[src/core/adc_cmd_map.vh]
// Constants for the serial command decoder: opcodes, register file layout, timing.
// Assumes a 100 MHz core clock; included by bare name.
`ifndef ADC_CMD_MAP_VH
`define ADC_CMD_MAP_VH
`define OPC_EXIT_LP      7'h00
`define OPC_ENTER_LP     7'h01
`define OPC_RESTART      7'h02
`define OPC_SOFT_RESET   7'h03
`define OPC_READ_ONCE    7'h09
`define OPC_READ_CONT    7'h0a
`define OPC_STOP_CONT    7'h0b
`define OPC_NOP          8'hff
`define OPC_REG_READ     4'h2
`define OPC_REG_WRITE    4'h4
`define OPC_EXT_OFS_CAL  8'h60
`define OPC_EXT_GAIN_CAL 8'h61
`define OPC_INT_OFS_CAL  8'h62
`define NUM_REGS         16
`define REG_OFC0         4'h4
`define REG_FSC0         4'h7
`define REG_MUX1         4'h2
`define REG_IDAC0        4'h0a
`define VREF_LSB         5
`define OUT_SEL_BIT      3
`define REG_RESET_VALUE  8'h00
`define RESET_HOLD_NS    600000
`define CLOCK_PERIOD_NS  10
`define RESET_HOLD_CYC   (`RESET_HOLD_NS / `CLOCK_PERIOD_NS)
`endif

[src/core/cmd_shift_unit.v]
// Serial byte framer: samples link clock, data-in and select, shifts MSB first.
// Assumes link inputs are asynchronous to i_clock; edges found by sampling.
`timescale 1ns/1ps
module cmd_shift_unit (
  input  wire       i_clock,    // Core clock
  input  wire       i_rst_n,    // Synchronised reset, active low
  input  wire       i_sclk,     // Link clock pin
  input  wire       i_cs_n,     // Chip select pin, active low
  input  wire       i_din,      // Data-in pin
  input  wire [7:0] i_tx_byte,  // Byte to send next
  output reg        o_rise,     // Link clock rising edge pulse
  output reg        o_fall,     // Link clock falling edge pulse
  output reg        o_sel,      // Chip select asserted, filtered
  output reg        o_byte_done,// Eighth rising edge pulse
  output reg  [7:0] o_rx_byte,  // Received byte
  output reg        o_load,     // Request for next transmit byte
  output reg        o_dout      // Serial data bit
);
  reg [2:0] sclk_sync_reg;
  reg [2:0] cs_sync_reg;
  reg [2:0] din_sync_reg;
  reg       sclk_reg;
  reg [2:0] bit_cnt_reg;
  reg [7:0] rx_sh_reg;
  reg [7:0] tx_sh_reg;

  // Three-stage sampling; a level counts once stages two and three agree
  always @(posedge i_clock or negedge i_rst_n) begin
    if (!i_rst_n) begin
      sclk_sync_reg <= 3'h0;
      cs_sync_reg   <= 3'h7;
      din_sync_reg  <= 3'h0;
      sclk_reg      <= 1'b0;
      o_sel         <= 1'b0;
      o_rise        <= 1'b0;
      o_fall        <= 1'b0;
    end else begin
      sclk_sync_reg <= {sclk_sync_reg[1:0], i_sclk};
      cs_sync_reg   <= {cs_sync_reg[1:0], i_cs_n};
      din_sync_reg  <= {din_sync_reg[1:0], i_din};
      o_rise        <= 1'b0;
      o_fall        <= 1'b0;
      if (sclk_sync_reg[1] == sclk_sync_reg[2] && sclk_sync_reg[2] != sclk_reg) begin
        sclk_reg <= sclk_sync_reg[2];
        o_rise   <= sclk_sync_reg[2] & o_sel;
        o_fall   <= ~sclk_sync_reg[2] & o_sel;
      end
      if (cs_sync_reg[1] == cs_sync_reg[2])
        o_sel <= ~cs_sync_reg[2];
    end
  end

  // Byte framing; deselect resynchronises the framer
  always @(posedge i_clock or negedge i_rst_n) begin
    if (!i_rst_n) begin
      bit_cnt_reg <= 3'h0;
      rx_sh_reg   <= 8'h00;
      tx_sh_reg   <= 8'h00;
      o_rx_byte   <= 8'h00;
      o_byte_done <= 1'b0;
      o_load      <= 1'b0;
      o_dout      <= 1'b0;
    end else begin
      o_byte_done <= 1'b0;
      o_load      <= 1'b0;
      if (!o_sel) begin
        bit_cnt_reg <= 3'h0;
        tx_sh_reg   <= i_tx_byte;
        o_dout      <= i_tx_byte[7];
      end else if (o_rise) begin
        rx_sh_reg   <= {rx_sh_reg[6:0], din_sync_reg[2]};
        bit_cnt_reg <= bit_cnt_reg + 3'h1;
        if (bit_cnt_reg == 3'h7) begin
          o_rx_byte   <= {rx_sh_reg[6:0], din_sync_reg[2]};
          o_byte_done <= 1'b1;
          o_load      <= 1'b1;
        end
      end else if (o_fall) begin
        if (bit_cnt_reg == 3'h0) begin
          tx_sh_reg <= i_tx_byte;
          o_dout    <= i_tx_byte[7];
        end else begin
          tx_sh_reg <= {tx_sh_reg[6:0], 1'b0};
          o_dout    <= tx_sh_reg[6];
        end
      end
    end
  end
endmodule

[src/core/adc_serial_command_decoder.v]
// Serial command decoder of a delta-sigma converter: commands, register file, result readout.
// Assumes link pins are asynchronous; converter core signals share i_clock.
// Function
// - Exit low power at eighth rising edge
// - Enter low power after current conversion
// - Low power leaves reference per its field
// - Two-byte restart clears filter, new conversion
// - Soft reset restores registers, clears filter
// - Soft reset leaves serial framer untouched
// - Soft reset holds reset for 0.6ms
// - Continuous mode auto-loads each result, except during register readout
// - Continuous mode applies at next ready
// - Stop command ends loading after next ready, whose result still loads
// - Single read copies latest result
// - Single read accepted during last byte
// - Block read n+1 registers, wrapping address
// - Commands during register readout are ignored
// - Block write stores n+1 consecutive bytes
// - External offset calibration updates offset coefficient
// - External gain calibration updates fullscale coefficient
// - Internal offset calibration shorts inputs, updates offset
// - Power-up in continuous read mode
// - Config bit puts ready on output pin while deselected
`timescale 1ns/1ps
`include "adc_cmd_map.vh"
module adc_serial_command_decoder #(
  parameter RESET_HOLD = `RESET_HOLD_CYC            // Soft reset hold in core cycles
) (
  input  wire        i_clock,          // Core clock, 100 MHz
  input  wire        i_rstn,           // Reset, active low, asynchronous
  input  wire        i_sclk,           // Link clock pin
  input  wire        i_cs_n,           // Chip select pin, active low
  input  wire        i_din,            // Data-in pin
  input  wire        i_conv_done,      // Converter finished a result, pulse
  input  wire [23:0] i_conv_result,    // Converter result word
  input  wire        i_cal_done,       // Calibration finished, pulse
  input  wire [23:0] i_cal_value,      // Calibration coefficient
  output reg         o_shared_output_pin, // Data-out pin
  output reg         o_result_ready_n, // Data ready, active low
  output reg         o_low_power,      // Power-saving state
  output reg         o_ref_on,         // Reference powered
  output reg         o_filter_clear,   // Filter clear and restart, pulse
  output reg         o_core_reset,     // Registers and filter held in reset
  output reg  [1:0]  o_cal_start,      // Calibration kind, valid with strobe
  output reg         o_cal_strobe,     // Calibration start, pulse
  output reg         o_input_short     // Inputs shorted internally
);
  localparam ST_CMD   = 3'd0;
  localparam ST_COUNT = 3'd1;
  localparam ST_RDREG = 3'd2;
  localparam ST_WRREG = 3'd3;
  localparam ST_SYNC2 = 3'd4;
  localparam ST_SKIP  = 3'd5;

  reg  [1:0]  rst_sync_reg;
  wire        rst_n = rst_sync_reg[1];
  wire        rise;
  wire        fall;
  wire        sel;
  wire        byte_done;
  wire [7:0]  rx_byte;
  wire        load;
  wire        dout;
  reg  [7:0]  regs [0:`NUM_REGS-1];
  reg  [2:0]  state_reg;
  reg  [3:0]  addr_reg;
  reg  [3:0]  left_reg;
  reg         is_read_reg;
  reg         cont_reg;
  reg         cont_pend_reg;
  reg         cont_next_reg;
  reg         sleep_pend_reg;
  reg  [23:0] out_sh_reg;
  reg  [1:0]  out_idx_reg;
  reg  [7:0]  tx_byte_reg;
  reg  [23:0] latest_reg;
  reg  [1:0]  cal_kind_reg;
  reg         cal_busy_reg;
  reg  [19:0] hold_cnt_reg;
  integer     k;

  // Reset release through two flip-flops
  always @(posedge i_clock or negedge i_rstn) begin
    if (!i_rstn)
      rst_sync_reg <= 2'b00;
    else
      rst_sync_reg <= {rst_sync_reg[0], 1'b1};
  end

  cmd_shift_unit u_shift (
    .i_clock     (i_clock),
    .i_rst_n     (rst_n),
    .i_sclk      (i_sclk),
    .i_cs_n      (i_cs_n),
    .i_din       (i_din),
    .i_tx_byte   (tx_byte_reg),
    .o_rise      (rise),
    .o_fall      (fall),
    .o_sel       (sel),
    .o_byte_done (byte_done),
    .o_rx_byte   (rx_byte),
    .o_load      (load),
    .o_dout      (dout)
  );

  // Next address with wrap past the last register
  function [3:0] next_addr;
    input [3:0] a;
    begin
      next_addr = a + 4'h1;
    end
  endfunction

  // Result byte after the given one, wrapping after the third
  function [1:0] next_idx;
    input [1:0] i;
    begin
      next_idx = (i == 2'd2) ? 2'd0 : i + 2'd1;
    end
  endfunction

  // One byte of a result word, most significant first
  function [7:0] result_byte;
    input [23:0] w;
    input [1:0]  i;
    begin
      result_byte = (i == 2'd0) ? w[23:16] : (i == 2'd1) ? w[15:8] : w[7:0];
    end
  endfunction

  // Output pin; optional ready indication while deselected
  always @(posedge i_clock or negedge rst_n) begin
    if (!rst_n)
      o_shared_output_pin <= 1'b0;
    else if (regs[`REG_IDAC0][`OUT_SEL_BIT] && !sel)
      o_shared_output_pin <= o_result_ready_n;
    else
      o_shared_output_pin <= dout;
  end

  // Reference follows its own field, independent of low power
  always @(posedge i_clock or negedge rst_n) begin
    if (!rst_n)
      o_ref_on <= 1'b0;
    else
      o_ref_on <= regs[`REG_MUX1][`VREF_LSB+1:`VREF_LSB] != 2'b00;
  end

  // Command decoder, register file, result path
  always @(posedge i_clock or negedge rst_n) begin
    if (!rst_n) begin
      for (k = 0; k < `NUM_REGS; k = k + 1)
        regs[k] <= `REG_RESET_VALUE;
      state_reg        <= ST_CMD;
      addr_reg         <= 4'h0;
      left_reg         <= 4'h0;
      is_read_reg      <= 1'b0;
      cont_reg         <= 1'b1;
      cont_pend_reg    <= 1'b0;
      cont_next_reg    <= 1'b1;
      sleep_pend_reg   <= 1'b0;
      out_sh_reg       <= 24'h00_0000;
      out_idx_reg      <= 2'd0;
      tx_byte_reg      <= 8'h00;
      latest_reg       <= 24'h00_0000;
      cal_kind_reg     <= 2'd0;
      cal_busy_reg     <= 1'b0;
      hold_cnt_reg     <= 20'h0_0000;
      o_result_ready_n <= 1'b1;
      o_low_power      <= 1'b0;
      o_filter_clear   <= 1'b0;
      o_core_reset     <= 1'b0;
      o_cal_start      <= 2'd0;
      o_cal_strobe     <= 1'b0;
      o_input_short    <= 1'b0;
    end else begin
      o_filter_clear <= 1'b0;
      o_cal_strobe   <= 1'b0;
      // Soft reset hold keeps registers and filter cleared
      if (hold_cnt_reg != 20'h0_0000) begin
        hold_cnt_reg <= hold_cnt_reg - 20'h0_0001;
        o_core_reset <= 1'b1;
        for (k = 0; k < `NUM_REGS; k = k + 1)
          regs[k] <= `REG_RESET_VALUE;
        cont_reg      <= 1'b1;
        cont_next_reg <= 1'b1;
        cont_pend_reg <= 1'b0;
      end else begin
        o_core_reset <= 1'b0;
      end
      // New result: ready falls, mode change applies, auto-load
      if (i_conv_done && !o_core_reset) begin
        latest_reg       <= i_conv_result;
        o_result_ready_n <= 1'b0;
        if (cont_pend_reg) begin
          cont_reg      <= cont_next_reg;
          cont_pend_reg <= 1'b0;
        end
        if (cont_reg && state_reg != ST_RDREG) begin
          out_sh_reg  <= i_conv_result;
          out_idx_reg <= 2'd0;
        end
        if (sleep_pend_reg) begin
          o_low_power    <= 1'b1;
          sleep_pend_reg <= 1'b0;
        end
      end else if (fall && sel) begin
        o_result_ready_n <= 1'b1;
      end
      // Calibration completion updates the coefficient registers
      if (i_cal_done && cal_busy_reg) begin
        cal_busy_reg  <= 1'b0;
        o_input_short <= 1'b0;
        if (cal_kind_reg == 2'd1) begin
          {regs[`REG_FSC0+2], regs[`REG_FSC0+1], regs[`REG_FSC0]} <= i_cal_value;
        end else begin
          {regs[`REG_OFC0+2], regs[`REG_OFC0+1], regs[`REG_OFC0]} <= i_cal_value;
        end
      end
      // Next transmit byte
      if (load || !sel) begin
        if (state_reg == ST_RDREG) begin
          tx_byte_reg <= regs[addr_reg];
        end else if (load) begin
          // Step to the following byte, back to the first after the third
          tx_byte_reg <= result_byte(out_sh_reg, next_idx(out_idx_reg));
          out_idx_reg <= next_idx(out_idx_reg);
        end else begin
          tx_byte_reg <= result_byte(out_sh_reg, out_idx_reg);
        end
      end
      if (!sel && state_reg != ST_CMD) begin
        state_reg <= ST_CMD;
      end else if (byte_done) begin
        case (state_reg)
          ST_CMD: begin
            if (rx_byte[7:1] == `OPC_EXIT_LP) begin
              o_low_power    <= 1'b0;
              sleep_pend_reg <= 1'b0;
            end else if (rx_byte[7:1] == `OPC_ENTER_LP) begin
              sleep_pend_reg <= 1'b1;
            end else if (rx_byte[7:1] == `OPC_RESTART) begin
              state_reg <= ST_SYNC2;
            end else if (rx_byte[7:1] == `OPC_SOFT_RESET) begin
              hold_cnt_reg <= RESET_HOLD[19:0];
            end else if (rx_byte[7:1] == `OPC_READ_ONCE) begin
              out_sh_reg  <= latest_reg;
              tx_byte_reg <= result_byte(latest_reg, 2'd0);
              out_idx_reg <= 2'd0;
            end else if (rx_byte[7:1] == `OPC_READ_CONT) begin
              cont_pend_reg <= 1'b1;
              cont_next_reg <= 1'b1;
            end else if (rx_byte[7:1] == `OPC_STOP_CONT) begin
              cont_pend_reg <= 1'b1;
              cont_next_reg <= 1'b0;
            end else if (rx_byte[7:4] == `OPC_REG_READ || rx_byte[7:4] == `OPC_REG_WRITE) begin
              addr_reg    <= rx_byte[3:0];
              is_read_reg <= rx_byte[7:4] == `OPC_REG_READ;
              state_reg   <= ST_COUNT;
            end else if (rx_byte == `OPC_EXT_OFS_CAL || rx_byte == `OPC_EXT_GAIN_CAL ||
                         rx_byte == `OPC_INT_OFS_CAL) begin
              cal_kind_reg  <= rx_byte[1:0];
              o_cal_start   <= rx_byte[1:0];
              o_cal_strobe  <= 1'b1;
              cal_busy_reg  <= 1'b1;
              o_input_short <= rx_byte == `OPC_INT_OFS_CAL;
            end
            // Other bytes, the no-operation byte among them, fall through
          end
          ST_SYNC2: begin
            if (rx_byte[7:1] == `OPC_RESTART)
              o_filter_clear <= 1'b1;
            state_reg <= ST_CMD;
          end
          ST_COUNT: begin
            left_reg  <= rx_byte[3:0];
            state_reg <= is_read_reg ? ST_RDREG : ST_WRREG;
            if (is_read_reg)
              tx_byte_reg <= regs[addr_reg];
          end
          ST_RDREG: begin
            // Incoming bytes are ignored while registers shift out
            addr_reg <= next_addr(addr_reg);
            tx_byte_reg <= regs[next_addr(addr_reg)];
            left_reg <= left_reg - 4'h1;
            if (left_reg == 4'h0)
              state_reg <= ST_CMD;
          end
          ST_WRREG: begin
            regs[addr_reg] <= rx_byte;
            addr_reg <= next_addr(addr_reg);
            left_reg <= left_reg - 4'h1;
            if (left_reg == 4'h0)
              state_reg <= ST_CMD;
          end
          default: begin
            state_reg <= ST_CMD;
          end
        endcase
      end
    end
  end
endmodule

[config.mk]
export PLATFORM = sky130hd
export DESIGN_NAME = adc_serial_command_decoder
export DESIGN_NICKNAME = d
export VERILOG_FILES = /design/src/core/cmd_shift_unit.v /design/src/core/adc_serial_command_decoder.v
export VERILOG_INCLUDE_DIRS = /design/src /design/src/core
export SDC_FILE = /design/constraint.sdc
export NUM_CORES = 1
export LEC_CHECK = 0
export BUFFER_PORTS_ARGS = -buffer_cell sky130_fd_sc_hd__buf_2
export CELL_PAD_IN_SITES_DETAIL_PLACEMENT = 1
export CELL_PAD_IN_SITES_GLOBAL_PLACEMENT = 1
export CORE_ASPECT_RATIO = 2
export CORE_MARGIN = 8
export CORE_UTILIZATION = 28
export DETAILED_ROUTE_END_ITERATION = 10
export PLACE_DENSITY = 0.55
export SLEW_MARGIN = 40
export SYNTH_ARGS = -nofsm -noshare
export SYNTH_HDL_FRONTEND = slang
export SYNTH_SLANG_ARGS = --single-unit
[constraint.sdc]
create_clock -name i_clock -period 24 [get_ports i_clock]
set_input_delay 3.6 -clock i_clock [delete_from_list [all_inputs] [get_ports i_clock]]
set_output_delay 3.6 -clock i_clock [all_outputs]
set_load 0.1 [all_outputs]
==> metrics.txt, run 1 <==
initial antenna violation count 0; sequential cell area fraction in the yosys report 0.468; Max Slew Vio Count 0; buffers and inverters on the worst path 1; Setup WS pre-CTS 18700 ps; critical path's slowest cell dfstp_2; fin util 0.322; Final #Nets ~1600; DRT Pass-1 Iters 5; Worst setup SP type register; r2r worst-path depth 9; hold buffers post-CTS 0; Initial Util 0.282; post-DR wirelength/cell 22.0 um; Post-route DRC 0; CTS Buf Count 30; largest cells by area after synthesis dfrtp_1, mux4_2, nand2_1; Comb pwr share 0.081; Area Overhead vs Synth 14.2%; Rows 119; Largest delay share family, worst path flip-flops; total power around 1.1 mW; Die Y-Extent 340 um; synth unique cells 63; Hold Vio Cnt, Final 0; Flop pwr share 0.472; Total GRT Usage 0.164; count of input and output buffers 64; WL final approximately 49000 um; H-tree depth reported by CTS 1; simple-gate share of the synthesized area 0.185; Clk pin slew, worst setup/hold paths 60 ps; clk_lat worst skew 590 ps; Mapped Cells between 1500 and 2000; Highest Clock Rate 0.191 GHz; post-synthesis cell area 0.0147 mm2; setup TNS 0 ps; Hold Crit Class register to asynchronous set/reset pin; die extent in x 178 um; run status completed; worst-path fanout max 3; RR Endpoint tx_byte_reg[2]$_DFF_PN0_; # placed instances roughly 2200; CTS Buffer Depth 3; Sw Share 0.254; area occupied by multi-input gates 0.00735 mm2; post-CTS sizing 0; antenna violation net count after detailed routing 0; first-pass GRT wire length 77900 um; Crit Path Class register to output port; slowest stage delay, CP 610 ps; Synth Register Bits ~280; global route overflow 0; gpl congestion 0.814; dpl hpwl between 30000 and 40000 um; largest family of logic cells by synthesized area simple AND/OR/NAND/NOR gates; P_sw 0.283 mW; dominant synthesized flop cell dfrtp_1; Critical Path, Cell by Cell buf_2; critical path data required time 20400 ps; Synth Area in XOR/XNOR 0.0101; # IOs 65; number of flops mapped to enable cells by yosys 0; fraction of registers with async set/reset 1.00; postcts setup bufs 0; CTS tree built; peak supply drop 63.2 uV; crit path DAT around 1600 ps; PD cells ~66 mW/mm2; slack of the critical path 18760 ps; Tcrit/Tclk final 0.218; clock skew 20.7 ps; DRT iter0 DRCs ~700; register area 0.00690 mm2; # fillers 5939; compound-cell area share of the yosys netlist 0.127; mux share of post-synthesis cell area 0.163; worst-margin pin slew 823 ps; leakage power 7.09 nW; endpoints failing setup 0; YS warnings 0; CTS root buf clkbuf_16; synthesized area per cell 9.57 um2; Non-Filler Instances 2240; Clk pwr share 0.446; top cell type by total area after synthesis dfrtp_1; RSZ-0062 raised after global routing false; CORE AREA around 0.052 mm2; Rel. slew slack 0.452; top cell type's share of synthesized area 0.457; Crit. End Element output port; Via density roughly 5.2; DIE AREA roughly 0.061 mm2; Largest register FFs 128; vias 11700; Reg-to-Reg Start addr_reg[1]$_DFFE_PN0P_; synthesized net count 1603; number of global-route vias before repair 12500; Final min period ~5200 ps; R2R Setup Slk 20140 ps; CTS sink cnt between 200 and 300; share of cells above drive strength 1 0.166; adder-cell share of the synthesized area 0.00986; largest net degree at the start of global routing between 80 and 90; Max Cap Viol 0; Ant. Diodes 0; Internal around 0.83 mW
cell usage in the layout, fill, tap and decap left out, types with 4 or more instances in the layout:
cell and n:
a211oi_1 16, a21oi_1 24, a221o_1 4, a221oi_1 5, a22o_1 12, a22oi_1 20
a31oi_1 51, and3_1 7, buf_2 64, buf_4 24, clkbuf_1 9, clkbuf_16 30
clkbuf_8 10, dfrtp_1 263, dfrtp_2 4, dfstp_2 6, ha_1 9, inv_1 18
mux2_2 24, mux2i_1 77, mux4_2 60, nand2_1 351, nand2b_1 13, nand3_1 70
nor2_1 109, nor2_2 5, nor2b_1 10, nor3_1 20, nor4_1 7, o21ai_0 135
o21ai_1 5, o22ai_1 15, or3_1 12, xnor2_1 13
power groups by stage:
stage	clock (mW)	combinational, mW	sequential (mW)
finish	0.496	0.0905	0.525
global route	0.527	0.101	0.529
floorplan	0	0.0536	0.531
global placement	0	0.0862	0.535
CTS	0.512	0.0920	0.525
detailed placement	0	0.0917	0.533
metrics by stage:
| step | area [um2] | hold WS, ps |
|---|---|---|
| final | 16800 | 249 |
| after global routing | 16800 | 286 |
| after CTS | 16800 | 269 |
| after detailed placement | 15800 | 263 |
| after global placement | 15700 | 333 |
| after floorplan | 14700 | 331 |
layer usage:
layer | share of wire | GRT usage | vias up
met5 | 0 | 0 | -
met4 | 0.020 | 0.0412 | 0
met3 | 0.037 | 0.0220 | 57
met2 | 0.48 | 0.269 | 183
met1 | 0.46 | 0.225 | 6027
li1 | - | - | 5481
synthesized netlist by cell type, types with 3 or more instances:
| cell | number |
|---|---|
| nand2_1 | 351 |
| dfrtp_1 | 269 |
| o21ai_0 | 135 |
| nor2_1 | 114 |
| clkbuf_1 | 77 |
| mux2i_1 | 77 |
| nand3_1 | 72 |
| mux4_2 | 60 |
| a31oi_1 | 51 |
| buf_2 | 26 |
| a21oi_1 | 24 |
| mux2_2 | 24 |
| nor3_1 | 21 |
| a22oi_1 | 20 |
| inv_1 | 18 |
| a211oi_1 | 16 |
| o22ai_1 | 15 |
| nand2b_1 | 13 |
| xnor2_1 | 13 |
| a22o_1 | 12 |
| or3_1 | 12 |
| nor2b_1 | 11 |
| ha_1 | 10 |
| buf_1 | 8 |
| and3_1 | 7 |
| nor4_1 | 7 |
| dfstp_2 | 6 |
| o21ai_1 | 6 |
| a221oi_1 | 5 |
| a221o_1 | 4 |
| xor2_1 | 4 |
| a31o_2 | 3 |
| nor3_2 | 3 |
| nor4b_1 | 3 |
| o21a_1 | 3 |
cells by family (layout without fill, tap and decap cells):
logic type | count (synthesis) | after routing
buffers and inverters | 133 | 170
and+or+nand+nor | 630 | 630
xor gates and xnor gates | 17 | 17
other | 1 | 1
adders and majority gates | 12 | 12
DFF | 275 | 275
muxes | 161 | 161
AOI/OAI and AO/OA | 309 | 309
worst max-delay path by stage:
stage,cells past startpoint,to,start,slack (ps)
after floorplan,0,addr_reg[0]$_DFFE_PN0P_,rst_sync_reg[1]$_DFF_PN0_,15780
after global placement,8,out_idx_reg[1]$_DFF_PN0_,i_conv_done,18700
after detailed placement,8,out_idx_reg[0]$_DFF_PN0_,i_conv_done,18700
after CTS,1,o_result_ready_n,o_result_ready_n$_DFFE_PN1P_,18720
after global routing,1,o_result_ready_n,o_result_ready_n$_DFFE_PN1P_,18710
final,1,o_result_ready_n,o_result_ready_n$_DFFE_PN1P_,18760
cell type report:
class | instances | share of cell area
tap | 665 | 0.0495
inverter | 20 | 0.00447
timing repair buffer | 94 | 0.0358
sequential | 275 | 0.411
clock inverter | 7 | 0.00722
multi-input combinational | 1130 | 0.437
clock buffer | 49 | 0.0549
Power figures use the tool's default switching activity.
==> run 2, diff against run 1 <==
==> constraint.sdc (replaced) <==
create_clock -name i_clock -period 5 [get_ports i_clock]
set_input_delay 0.75 -clock i_clock [delete_from_list [all_inputs] [get_ports i_clock]]
set_output_delay 0.75 -clock i_clock [all_outputs]
set_load 0.1 [all_outputs]
==> metrics.txt, run 2 (synthesis gave the netlist of run 1 again) <==
Crit. End Element register; critical path data required time 5450 ps; first-pass GRT wire length about 81000 um; count of input and output buffers 64; Die Y-Extent 340 um; DRT Pass-1 Iters 4; Rel. slew slack 0.462; total power 5.28 mW; global route overflow 0; post-CTS sizing 0; largest net degree at the start of global routing 130; setup TNS 0 ps; Max Slew Vio Count 0; worst hold stages 1; WL final 50900 um; Largest register FFs approximately 130; antenna violation net count after detailed routing 0; Rows 119; Largest delay share family, worst path compound AO/OA/AOI/OAI gates; CTS Buffer Depth 3; slack of the critical path 1890 ps; Hold Vio Cnt, Final 0; Initial Util 0.282; Final #Nets about 1600; Critical Path, Cell by Cell buf_4 -> mux4_2 -> mux2i_1 -> a211oi_1 -> a2111oi_1 -> o22ai_1; clock skew 32.7 ps; CTS sink cnt 275; clk_lat worst skew 610 ps; H-tree depth reported by CTS 1; Setup WS pre-CTS between 1500 and 2000 ps; Tcrit/Tclk final 0.623; peak supply drop 269 uV; share of cells above drive strength 1 0.169; DRT iter0 DRCs 727; worst-path fanout max 37; Non-Filler Instances 2248; Max Cap Viol 0; vias between 10000 and 15000; worst-margin pin slew 807 ps; slowest stage delay, CP ~670 ps; leakage power 7.10 nW; die extent in x 178 um; CTS Buf Count 31; RSZ-0062 raised after global routing false; Crit Path Class register to register; CORE AREA roughly 0.052 mm2; Via density 5.32; CTS tree built; Hold Crit Class input port to register; Area Overhead vs Synth 14.4%; critical path's slowest cell dfrtp_4; Highest Clock Rate 0.321 GHz; commonest non-fill, non-tap cell in the layout nand2_1; buffers and inverters on the worst path 1; crit path DAT 3560 ps; gpl congestion 0.847; post-DR wirelength/cell 22.6 um; Post-route DRC 0; dpl hpwl about 36000 um; endpoints failing setup 0; initial antenna violation count 0; PD cells roughly 310 mW/mm2; Total GRT Usage 0.170; DIE AREA 0.0606 mm2; run status completed; Final min period 3110 ps; CTS root buf clkbuf_16; Worst setup SP type register; # placed instances 2189; r2r worst-path depth 6; Worst path depth 6; number of global-route vias before repair 12900; Clk pin slew, worst setup/hold paths 60 ps; most frequent cells in the layout nand2_1, dfrtp_1, o21ai_0, nor2_1, mux2i_1; # IOs 65
## run 2: changes by cell type in the layout (fill, tap and decap cells not counted), moves of 2 or more
| cell | change |
|---|---|
| buf_4 | +8 |
| buf_6 | -3 |
| bufinv_16 | -2 |
| clkbuf_1 | -2 |
| clkbuf_8 | -2 |
| clkinv_2 | +4 |
| nor2_2 | -3 |
| nor2_4 | +3 |
| nor3_2 | -2 |
## run 2: worst paths after layout
kind	end	start	slack [ps]
min reg2reg	latest_reg[7]$_DFFE_PN0P_	rst_sync_reg[1]$_DFF_PN0_	340
max in group asynchronous	regs[77]$_DFF_PN0_	rst_sync_reg[1]$_DFF_PN0_	3490
min in group asynchronous	latest_reg[7]$_DFFE_PN0P_	rst_sync_reg[1]$_DFF_PN0_	340
min	u_shift.cs_sync_reg[0]$_DFF_PN1_	i_cs_n	260
max	tx_byte_reg[4]$_DFF_PN0_	addr_reg[0]$_DFFE_PN0P_	1890
max reg2reg	tx_byte_reg[4]$_DFF_PN0_	addr_reg[0]$_DFFE_PN0P_	1890
## run 2: power breakdown
part	switching [mW]	total [mW]	internal, mW
Clock	0.995	2.31	1.32
Sequential	0.154	2.54	2.38
Combinational	0.240	0.428	0.189
## run 2: stage by stage
| step | instance area, um2 | utilization | hold WS (ps) |
|---|---|---|---|
| after floorplan | 14700 | - | 331 |
| after global placement | 15700 | 0.301 | 332 |
| after detailed placement | 15800 | 0.303 | 337 |
| after CTS | 16800 | 0.322 | 229 |
| after global routing | 16800 | 0.322 | 240 |
| final | 16800 | 0.322 | 263 |
## run 2: layer usage
metal / GRT usage / routed length [um] / share of wire / vias up
li1: - / - / - / 5498
met1: 0.222 / 22400 / 0.44 / 6203
met2: 0.291 / 25500 / 0.50 / 199
met3: 0.0208 / 1730 / 0.034 / 66
met4: 0.0446 / 1240 / 0.024 / 0
met5: 0 / 0 / 0 / -
## run 2: timing repair
item | 4_1_cts | 5_1_grt
hold endpoints to repair | 2 | 0
buffers inserted | 0 | 0
hold buffers | 1 | 0
## run 2: layout make-up
class / instances / area (um2)
diodes: 1 / 2.50
clock inverters: 11 / 103
clock buffers: 46 / 912
flip-flops and latches: 275 / 6900
inverters: 20 / 75.1
repair buffers: 100 / 631
fillers: 5998 / 35400
well taps: 665 / 832
multi-input cells: 1130 / 7390
